### src/logic/spgc_pkg.sv
// Package for the serial pin general-purpose I/O control block.
// Assumes a 32-bit APB register bus and one pclk domain.
package spgc_pkg;

	// Register byte addresses
	localparam logic [11:0] SPGC_TX_PIN_CTL_ADDR = 12'h000;
	localparam logic [11:0] SPGC_RX_PIN_CTL_ADDR = 12'h004;
	localparam int          SPGC_ADDR_W          = 12;

	// Register geometry
	localparam int          SPGC_DATA_W      = 32;
	localparam int          SPGC_CTL_W       = 12;
	localparam int          SPGC_PINS_PER_REG = 3;
	localparam int          SPGC_PIN_COUNT   = 6;
	localparam int          SPGC_FIELD_STRIDE = 4;

	// Field positions inside each four-bit pin group
	localparam int          SPGC_SELECT_POS = 0;
	localparam int          SPGC_DIR_POS    = 1;
	localparam int          SPGC_OUT_POS    = 2;
	localparam int          SPGC_IN_POS     = 3;

	// Absolute field positions, transmit-side register
	localparam int          SPGC_TX_CLOCK_SELECT_BIT = 0;
	localparam int          SPGC_TX_CLOCK_DIR_BIT    = 1;
	localparam int          SPGC_TX_CLOCK_OUT_BIT    = 2;
	localparam int          SPGC_TX_CLOCK_IN_BIT     = 3;
	localparam int          SPGC_TX_DATA_SELECT_BIT  = 4;
	localparam int          SPGC_TX_DATA_DIR_BIT     = 5;
	localparam int          SPGC_TX_DATA_OUT_BIT     = 6;
	localparam int          SPGC_TX_DATA_IN_BIT      = 7;
	localparam int          SPGC_TX_FSYNC_SELECT_BIT = 8;
	localparam int          SPGC_TX_FSYNC_DIR_BIT    = 9;
	localparam int          SPGC_TX_FSYNC_OUT_BIT    = 10;
	localparam int          SPGC_TX_FSYNC_IN_BIT     = 11;

	// Writable bits and reset values
	localparam logic [11:0] SPGC_WRITE_MASK   = 12'h777;
	localparam logic [11:0] SPGC_CTL_RESET    = 12'h000;
	localparam logic [31:0] SPGC_DATA_RESET   = 32'h0000_0000;
	localparam logic [19:0] SPGC_RESERVED_VAL = 20'h0_0000;

endpackage : spgc_pkg

### src/logic/spgc_top.sv
// Serial pin control: routes six serial-port pins to the serial port or to
// general-purpose I/O, under two APB registers.
// Assumes pins are asynchronous to pclk; serial-port signals share pclk.
//
// The APB slave port and the placing of the registers were decided locally.
`timescale 1ns/10ps
module spgc_top (
	input  wire logic                           pclk,
	input  wire logic                           presetn,
	input  wire logic                           psel,
	input  wire logic                           penable,
	input  wire logic                           pwrite,
	input  wire logic [spgc_pkg::SPGC_ADDR_W-1:0] paddr,
	input  wire logic [spgc_pkg::SPGC_DATA_W-1:0] pwdata,
	output logic      [spgc_pkg::SPGC_DATA_W-1:0] prdata,
	output logic                                pready,
	output logic                                pslverr,
	input  wire logic                           tx_clock_pin_i,
	output logic                                tx_clock_pin_o,
	output logic                                tx_clock_pin_oe_n,
	input  wire logic                           tx_serial_out_pin_i,
	output logic                                tx_serial_out_pin_o,
	output logic                                tx_serial_out_pin_oe_n,
	input  wire logic                           tx_frame_sync_pin_i,
	output logic                                tx_frame_sync_pin_o,
	output logic                                tx_frame_sync_pin_oe_n,
	input  wire logic                           rx_clock_pin_i,
	output logic                                rx_clock_pin_o,
	output logic                                rx_clock_pin_oe_n,
	input  wire logic                           rx_serial_in_pin_i,
	output logic                                rx_serial_in_pin_o,
	output logic                                rx_serial_in_pin_oe_n,
	input  wire logic                           rx_frame_sync_pin_i,
	output logic                                rx_frame_sync_pin_o,
	output logic                                rx_frame_sync_pin_oe_n,
	input  wire logic [5:0]                     port_pin_out,
	input  wire logic [5:0]                     port_pin_drive,
	output logic      [5:0]                     port_pin_in
);
	import spgc_pkg::*;

	// Rebuild a full register word from stored control and sensed levels
	function automatic logic [31:0] reg_image(
		input logic [11:0] ctl,
		input logic [2:0]  sense
	);
		logic [11:0] img;
		img = ctl & SPGC_WRITE_MASK;
		for (int k = 0; k < SPGC_PINS_PER_REG; k++) begin
			img[k*SPGC_FIELD_STRIDE + SPGC_IN_POS] = sense[k];
		end
		return {SPGC_RESERVED_VAL, img};
	endfunction : reg_image

	// Select, direction and out field of pin k in a control word
	function automatic logic field_of(
		input logic [11:0] ctl,
		input int          k,
		input int          pos
	);
		return ctl[(k % SPGC_PINS_PER_REG)*SPGC_FIELD_STRIDE + pos];
	endfunction : field_of

	logic [11:0] tx_pin_control;
	logic [11:0] rx_pin_control;
	wire  [5:0]  pin_sync;

	// APB decode
	wire         hit_tx      = (paddr == SPGC_TX_PIN_CTL_ADDR);
	wire         hit_rx      = (paddr == SPGC_RX_PIN_CTL_ADDR);
	wire         access      = psel & penable;
	wire         finish      = access & pready;
	wire         wr_tx       = finish & pwrite & hit_tx;
	wire         wr_rx       = finish & pwrite & hit_rx;
	wire         unmapped    = ~(hit_tx | hit_rx);
	wire  [31:0] tx_image    = reg_image(tx_pin_control, pin_sync[2:0]);
	wire  [31:0] rx_image    = reg_image(rx_pin_control, pin_sync[5:3]);
	wire  [31:0] next_prdata = hit_tx ? tx_image : (hit_rx ? rx_image : SPGC_DATA_RESET);
	wire  [11:0] next_tx_ctl = pwdata[11:0] & SPGC_WRITE_MASK;
	wire  [11:0] next_rx_ctl = pwdata[11:0] & SPGC_WRITE_MASK;

	// Sensed pin levels, as seen in the register in bits
	wire         tx_clock_pin_in;
	wire         tx_serial_out_sense;
	wire         tx_frame_sync_in;
	wire         rx_clock_pin_in;
	wire         rx_serial_in_sense;
	wire         rx_frame_sync_in;

	// Index order matches port_pin_out: tx clock, data, fsync, then rx
	assign pin_sync = {rx_frame_sync_in, rx_serial_in_sense, rx_clock_pin_in,
	                   tx_frame_sync_in, tx_serial_out_sense, tx_clock_pin_in};

	// Serial port side of each pin
	wire         tx_clock_port_out    = port_pin_out[0];
	wire         tx_clock_port_drive  = port_pin_drive[0];
	wire         tx_data_port_out     = port_pin_out[1];
	wire         tx_data_port_drive   = port_pin_drive[1];
	wire         tx_fsync_port_out    = port_pin_out[2];
	wire         tx_fsync_port_drive  = port_pin_drive[2];
	wire         rx_clock_port_out    = port_pin_out[3];
	wire         rx_clock_port_drive  = port_pin_drive[3];
	wire         rx_data_port_out     = port_pin_out[4];
	wire         rx_data_port_drive   = port_pin_drive[4];
	wire         rx_fsync_port_out    = port_pin_out[5];
	wire         rx_fsync_port_drive  = port_pin_drive[5];

	// Transmit clock pin fields
	wire         tx_clock_pin_select  = field_of(tx_pin_control, 0, SPGC_SELECT_POS);
	wire         tx_clock_pin_dir     = field_of(tx_pin_control, 0, SPGC_DIR_POS);
	wire         tx_clock_pin_out     = field_of(tx_pin_control, 0, SPGC_OUT_POS);

	// Transmit data pin fields
	wire         tx_serial_out_select = field_of(tx_pin_control, 1, SPGC_SELECT_POS);
	wire         tx_serial_out_dir    = field_of(tx_pin_control, 1, SPGC_DIR_POS);
	wire         tx_serial_out_level  = field_of(tx_pin_control, 1, SPGC_OUT_POS);

	// Transmit frame sync pin fields
	wire         tx_frame_sync_select = field_of(tx_pin_control, 2, SPGC_SELECT_POS);
	wire         tx_frame_sync_dir    = field_of(tx_pin_control, 2, SPGC_DIR_POS);
	wire         tx_frame_sync_out    = field_of(tx_pin_control, 2, SPGC_OUT_POS);

	// Receive clock pin fields
	wire         rx_clock_pin_select  = field_of(rx_pin_control, 0, SPGC_SELECT_POS);
	wire         rx_clock_pin_dir     = field_of(rx_pin_control, 0, SPGC_DIR_POS);
	wire         rx_clock_pin_out     = field_of(rx_pin_control, 0, SPGC_OUT_POS);

	// Receive data pin fields
	wire         rx_serial_in_select  = field_of(rx_pin_control, 1, SPGC_SELECT_POS);
	wire         rx_serial_in_dir     = field_of(rx_pin_control, 1, SPGC_DIR_POS);
	wire         rx_serial_in_level   = field_of(rx_pin_control, 1, SPGC_OUT_POS);

	// Receive frame sync pin fields
	wire         rx_frame_sync_select = field_of(rx_pin_control, 2, SPGC_SELECT_POS);
	wire         rx_frame_sync_dir    = field_of(rx_pin_control, 2, SPGC_DIR_POS);
	wire         rx_frame_sync_out    = field_of(rx_pin_control, 2, SPGC_OUT_POS);

	// One cell per pin; each keeps its own synchroniser and drive flops
	spgc_pin_cell i_tx_clock (
		.pclk       (pclk),
		.presetn    (presetn),
		.select     (tx_clock_pin_select),
		.dir        (tx_clock_pin_dir),
		.level      (tx_clock_pin_out),
		.port_out   (tx_clock_port_out),
		.port_drive (tx_clock_port_drive),
		.pin_i      (tx_clock_pin_i),
		.pin_o      (tx_clock_pin_o),
		.pin_oe_n   (tx_clock_pin_oe_n),
		.sense      (tx_clock_pin_in),
		.port_in    (port_pin_in[0])
	);

	spgc_pin_cell i_tx_data (
		.pclk       (pclk),
		.presetn    (presetn),
		.select     (tx_serial_out_select),
		.dir        (tx_serial_out_dir),
		.level      (tx_serial_out_level),
		.port_out   (tx_data_port_out),
		.port_drive (tx_data_port_drive),
		.pin_i      (tx_serial_out_pin_i),
		.pin_o      (tx_serial_out_pin_o),
		.pin_oe_n   (tx_serial_out_pin_oe_n),
		.sense      (tx_serial_out_sense),
		.port_in    (port_pin_in[1])
	);

	spgc_pin_cell i_tx_fsync (
		.pclk       (pclk),
		.presetn    (presetn),
		.select     (tx_frame_sync_select),
		.dir        (tx_frame_sync_dir),
		.level      (tx_frame_sync_out),
		.port_out   (tx_fsync_port_out),
		.port_drive (tx_fsync_port_drive),
		.pin_i      (tx_frame_sync_pin_i),
		.pin_o      (tx_frame_sync_pin_o),
		.pin_oe_n   (tx_frame_sync_pin_oe_n),
		.sense      (tx_frame_sync_in),
		.port_in    (port_pin_in[2])
	);

	spgc_pin_cell i_rx_clock (
		.pclk       (pclk),
		.presetn    (presetn),
		.select     (rx_clock_pin_select),
		.dir        (rx_clock_pin_dir),
		.level      (rx_clock_pin_out),
		.port_out   (rx_clock_port_out),
		.port_drive (rx_clock_port_drive),
		.pin_i      (rx_clock_pin_i),
		.pin_o      (rx_clock_pin_o),
		.pin_oe_n   (rx_clock_pin_oe_n),
		.sense      (rx_clock_pin_in),
		.port_in    (port_pin_in[3])
	);

	spgc_pin_cell i_rx_data (
		.pclk       (pclk),
		.presetn    (presetn),
		.select     (rx_serial_in_select),
		.dir        (rx_serial_in_dir),
		.level      (rx_serial_in_level),
		.port_out   (rx_data_port_out),
		.port_drive (rx_data_port_drive),
		.pin_i      (rx_serial_in_pin_i),
		.pin_o      (rx_serial_in_pin_o),
		.pin_oe_n   (rx_serial_in_pin_oe_n),
		.sense      (rx_serial_in_sense),
		.port_in    (port_pin_in[4])
	);

	spgc_pin_cell i_rx_fsync (
		.pclk       (pclk),
		.presetn    (presetn),
		.select     (rx_frame_sync_select),
		.dir        (rx_frame_sync_dir),
		.level      (rx_frame_sync_out),
		.port_out   (rx_fsync_port_out),
		.port_drive (rx_fsync_port_drive),
		.pin_i      (rx_frame_sync_pin_i),
		.pin_o      (rx_frame_sync_pin_o),
		.pin_oe_n   (rx_frame_sync_pin_oe_n),
		.sense      (rx_frame_sync_in),
		.port_in    (port_pin_in[5])
	);

	// Only select, direction and out bits are stored; in bits are rebuilt on read
	// Transmit-side control register
	always_ff @(posedge pclk or negedge presetn) begin
		if (!presetn) begin
			tx_pin_control <= SPGC_CTL_RESET;
		end else if (wr_tx) begin
			tx_pin_control <= next_tx_ctl;
		end
	end

	// Receive-side control register
	always_ff @(posedge pclk or negedge presetn) begin
		if (!presetn) begin
			rx_pin_control <= SPGC_CTL_RESET;
		end else if (wr_rx) begin
			rx_pin_control <= next_rx_ctl;
		end
	end

	// APB answer: one wait state, then pready with data for one cycle
	// Read data is latched in the wait cycle so it stands with pready
	wire         wait_cycle   = access & ~pready;
	wire         next_pslverr = wait_cycle & unmapped;
	wire  [31:0] next_rd_word = (wait_cycle & ~pwrite) ? next_prdata : SPGC_DATA_RESET;

	always_ff @(posedge pclk or negedge presetn) begin
		if (!presetn) begin
			pready <= 1'b0;
		end else begin
			pready <= wait_cycle;
		end
	end

	always_ff @(posedge pclk or negedge presetn) begin
		if (!presetn) begin
			pslverr <= 1'b0;
		end else begin
			pslverr <= next_pslverr;
		end
	end

	always_ff @(posedge pclk or negedge presetn) begin
		if (!presetn) begin
			prdata <= SPGC_DATA_RESET;
		end else begin
			prdata <= next_rd_word;
		end
	end

endmodule : spgc_top

// Pin cell: synchroniser, routing and registered drive for one pin.
// Assumes pin_i is asynchronous to pclk; port_out and port_drive are on pclk.
module spgc_pin_cell (
	input  wire logic pclk,
	input  wire logic presetn,
	input  wire logic select,
	input  wire logic dir,
	input  wire logic level,
	input  wire logic port_out,
	input  wire logic port_drive,
	input  wire logic pin_i,
	output logic      pin_o,
	output logic      pin_oe_n,
	output logic      sense,
	output logic      port_in
);
	logic        pin_meta;

	// Serial port owns the pin when selected, else the general-purpose fields do
	wire         next_pin_o    = select ? port_out : level;
	wire         next_pin_oe_n = select ? ~port_drive : ~dir;

	// First synchroniser flop; nothing but sense reads it
	always_ff @(posedge pclk or negedge presetn) begin
		if (!presetn) begin
			pin_meta <= 1'b0;
		end else begin
			pin_meta <= pin_i;
		end
	end

	// Second synchroniser flop, feeds the register in bit
	always_ff @(posedge pclk or negedge presetn) begin
		if (!presetn) begin
			sense <= 1'b0;
		end else begin
			sense <= pin_meta;
		end
	end

	// Drive level, registered so a register write never glitches the pin
	always_ff @(posedge pclk or negedge presetn) begin
		if (!presetn) begin
			pin_o <= 1'b0;
		end else begin
			pin_o <= next_pin_o;
		end
	end

	// Drive enable, active low; reset leaves the pin released
	always_ff @(posedge pclk or negedge presetn) begin
		if (!presetn) begin
			pin_oe_n <= 1'b1;
		end else begin
			pin_oe_n <= next_pin_oe_n;
		end
	end

	// Synchronised level handed to the serial port
	always_ff @(posedge pclk or negedge presetn) begin
		if (!presetn) begin
			port_in <= 1'b0;
		end else begin
			port_in <= sense;
		end
	end
endmodule : spgc_pin_cell

### config.mk
export PLATFORM = sky130hd
export DESIGN_NAME = spgc_top
export DESIGN_NICKNAME = d
export VERILOG_FILES = /design/src/logic/spgc_pkg.sv /design/src/logic/spgc_top.sv
export SDC_FILE = /design/constraint.sdc
export NUM_CORES = 1
export LEC_CHECK = 0
export ABC_AREA = 0
export BUFFER_PORTS_ARGS = -buffer_cell sky130_fd_sc_hd__buf_2
export CORE_MARGIN = 5
export CORE_UTILIZATION = 45
export CTS_CLUSTER_DIAMETER = 150
export CTS_CLUSTER_SIZE = 10
export DETAILED_ROUTE_END_ITERATION = 8
export PLACE_DENSITY = 0.81
export SYNTH_ARGS = -nofsm -noshare
export SYNTH_HDL_FRONTEND = slang
export SYNTH_SLANG_ARGS = --single-unit
### constraint.sdc
create_clock -name pclk -period 2 [get_ports pclk]
set_input_delay 0.2 -clock pclk [delete_from_list [all_inputs] [get_ports pclk]]
set_output_delay 0.2 -clock pclk [all_outputs]
set_load 0.05 [all_outputs]
==> metrics.sh <==
TIMING.SETUP.TNS_NS=0
DRTITER0DRC=42
FINAL.SETUP_SKEW_NS=0.00546
PORT-BUFFER-COUNT=75
MIN_SETUP_SLACK_POST_ROUTE_NS=0.373
POWER.IR.VDD_WORST_V=0.000417
INITIAL_ANTENNA_VIOLATION_COUNT=0
CTS-HTREE-LEVELS=3
FINAL_CRITICAL_PERIOD_NS=1.63
CTS_INSERTED_BUFFERS=9
YOSYSTOPAREACELLSHARE_PCT=58.2
POST_SYNTH_MAIN_AREA_CONTRIBUTORS='dfrtp_1, buf_4, mux2i_1, mux2_2, dfstp_2'
FIN_CRIT_SH_PCT=81.3
SEQPWRFRAC_PCT=51.3
AREA_GROWTH_PCT=26.9
NETS=318
SWITCHING_SHARE_PCT=24.9
WORST_SETUP_PATH_START_KIND='flip-flop'
PWR_DENSITY_CELL_nW_PER_UM2=819
FINAL_CORE_UTILIZATION_PCT=59.4
CORE_AREA_UM2=5140
CTS-RESIZED-GATES=0
GRT_PASS1_WL_UM=7660
POST_SYNTH_NUM_CELL_TYPES=19
CTS.ROOT.BUFFER_CELL='clkbuf_8'
SHARE_COMB_OF_TOTAL_POWER_PCT=9.2
SYNTH.YOSYS.SEQ_AREA_SHARE_PCT=64.8
ANTENNA_DIODE_COUNT=0
WIRELENGTH_UM=4630
ROUTED-VIA-COUNT=1454
GRT_START_MAX_NET_PINS=40
FIRSTDRTPASSITERS=4
WORST-SLEW-PIN-TRANSITION_NS=0.554
WORSTPATHMAXFANOUT=5
NUMBER_OF_BUFFERS_ON_THE_LONGEST_CLOCK_PATH=2
POSTROUTEANTENNANETS=0
FINAL-INSTANCE-COUNT-EXCL-FILL=326
SETUP_VIOL=0
SLEW_VIOLATIONS=0
DRT-VIAS-PER-INSTANCE=4.46
POWER_SWITCHING_mW=0.622
MIN_PATH_TYPE='in2reg'
CRITICAL_PATH.ENDPOINT_TYPE='flip-flop'
NUM_ROWS=26
TYPE_OF_THE_WORST_SETUP_PATH='reg2reg'
CLKPWRFRAC_PCT=39.5
FMAX_GHz=0.615
TOTAL_LEAKAGE_POWER_nW=1.63
YOSYSWARNINGS=0
PLACE_WS_NS=0.0401
SETUP_REPAIR_AFTER_GLOBAL_ROUTING_MISSED_ITS_MARGIN='no'
INSTANCE_COUNT_OF_THE_MAPPED_NETLIST=161
FINAL_CELL_AREA_UM2=3050
DPL-INSTANCE-AREA_UM2=2790
GROUTE.USAGE.OVERALL_PCT=14.5
WORST_EP_REQUIRED_TIME_NS=2.26
WIRE_PER_INST_UM=14.2
CP.ARRIVAL_NS=1.88
CLOCK-SINKS=62
DIE_WIDTH_UM=83.1
CELLINTERNALPOWER_mW=1.88
LAYOUT_TOP_REGISTERS='prdata: 12 flops, rx_pin_control: 9 flops, tx_pin_control: 9 flops'
CELL_TAKING_THE_MOST_AREA_AFTER_SYNTHESIS='dfrtp_1'
PLACEDCELLCOUNT=302
CTS_TREE='done'
DRC=0
MAX_FLOP_REGISTER='prdata'
MAX_CAP_VIOLATIONS=0
CLK-INSERTION-DELAY-LATE_NS=0.33
SUM_OF_NET_HALF_PERIMETERS_AFTER_DETAILED_PLACEMENT_UM=3400
INITIAL_UTILIZATION_PCT=46.8
FINAL-HOLD-VIOLATION-COUNT=0
RUN_STATUS='finished, final reports clean'
POST_CTS.REPAIR.SETUP_BUFFERS=0
HEIGHT_OF_THE_DIE_UM=83.1
DESIGN.DIE.AREA_UM2=6910
GRT_PASS1_VIAS=1581
SYN_AVG_CELL_AREA_UM2=15.0
GR-TOTAL-OVERFLOW=0
IO_PINS=119
SLEW_HEADROOM_PCT=63.1
SYNTH.FF_LATCH_COUNT=62
WORST_SETUP_HOLD_PATH_CLK_SLEW_NS=0.07
MAPPEDNETLISTAREA_UM2=2410
FINALWEIGHTEDCONGESTION=0.738
LARGEST_REGISTER_FF_COUNT=12
LAYOUT-DRIVE-GT1-SHARE_PCT=51.6
[critical path: stages, from the launching register on]
cell     delay [ns]
dfrtp_1        0.39
or2_2          0.32
or4_1          0.53
buf_4          0.18
nor2_1         0.13
[layout make-up]
cell class | instances | area (um^2)
clock inverters | 4 | 20.0
inverters | 2 | 7.51
fillers | 434 | 2090
clock buffers | 12 | 165
multi-input cells | 86 | 694
well taps | 70 | 87.6
flip-flops and latches | 62 | 1560
repair buffers | 90 | 520
[metal layers]
layer	track usage (%)	wire length (um)	vias up
li1	-	-	676
met4	9.81	130	0
met3	4.06	260	13
met2	24.8	2500	56
met5	0	0	-
met1	15.4	1740	709
[kinds of logic (layout without fill, tap and decap cells)]
kind of cell | after synthesis | after routing | share of synthesized area (%)
other | 1 | 20 | 0.156
DFF | 62 | 62 | 64.8
muxes | 42 | 42 | 20.1
buffers and inverters | 32 | 108 | 9.36
and+or+nand+nor | 24 | 24 | 5.61
[path summary, 6_finish.rpt]
| check | start | endpoint | slack (ns) | cells past startpoint |
|---|---|---|---|---|
| hold reg to reg | i_tx_data.pin_meta | i_tx_data.sense | 0.35 | 0 |
| setup reg to reg | pready | prdata[9] | 0.37 | 4 |
| min in group asynchronous | presetn | tx_pin_control[9] | 0.39 | 2 |
| max in group asynchronous | presetn | i_rx_clock.pin_oe_n | 0.95 | 3 |
| setup / recovery | pready | prdata[9] | 0.37 | 4 |
| hold / removal | port_pin_drive[3] | i_rx_clock.pin_oe_n | 0.02 | 2 |
[layout by cell type (no fill, tap or decap), drive strengths merged]
cell and n:
buf 82, clkbuf 12, clkinv 4, conb 20
dfrtp 56, dfstp 6, dlygate4sd3 8, inv 2
mux2 24, mux2i 18, nand2 2, nand4 1
nor2 14, nor3 1, nor4 2, or2 1
or4 3
[metrics by stage]
stage	hold slack, ns	power (mW)
6_report	0.0150	2.50
5_1_grt	0.0121	2.60
4_1_cts	0.000625	2.53
3_5_place_dp	0.221	1.53
3_3_place_gp	0.210	1.52
2_1_floorplan	-0.0956	1.48
[power groups by stage]
| stage | Combinational, mW | Sequential [mW] | Clock [mW] |
|---|---|---|---|
| 2_1_floorplan | 0.165 | 1.31 | 0 |
| 4_1_cts | 0.233 | 1.28 | 1.02 |
| 3_3_place_gp | 0.217 | 1.30 | 0 |
| 3_5_place_dp | 0.220 | 1.31 | 0 |
| 6_report | 0.231 | 1.28 | 0.987 |
| 5_1_grt | 0.247 | 1.28 | 1.07 |
[synth_stat cells (all sizes together)]
master,instances
or4,3
mux2i,18
inv,2
nor4,2
nor3,1
or2,1
nand2,2
dfrtp,56
conb,1
dfstp,6
nand4,1
clkbuf,3
mux2,24
buf,27
nor2,14
[repair_timing]
item	4_1_cts	5_1_grt
hold buffers	8	0
endpoints found under the setup margin	0	0
endpoints found under the hold margin	27	0
Note: power is estimated with default switching activity, not from simulation.
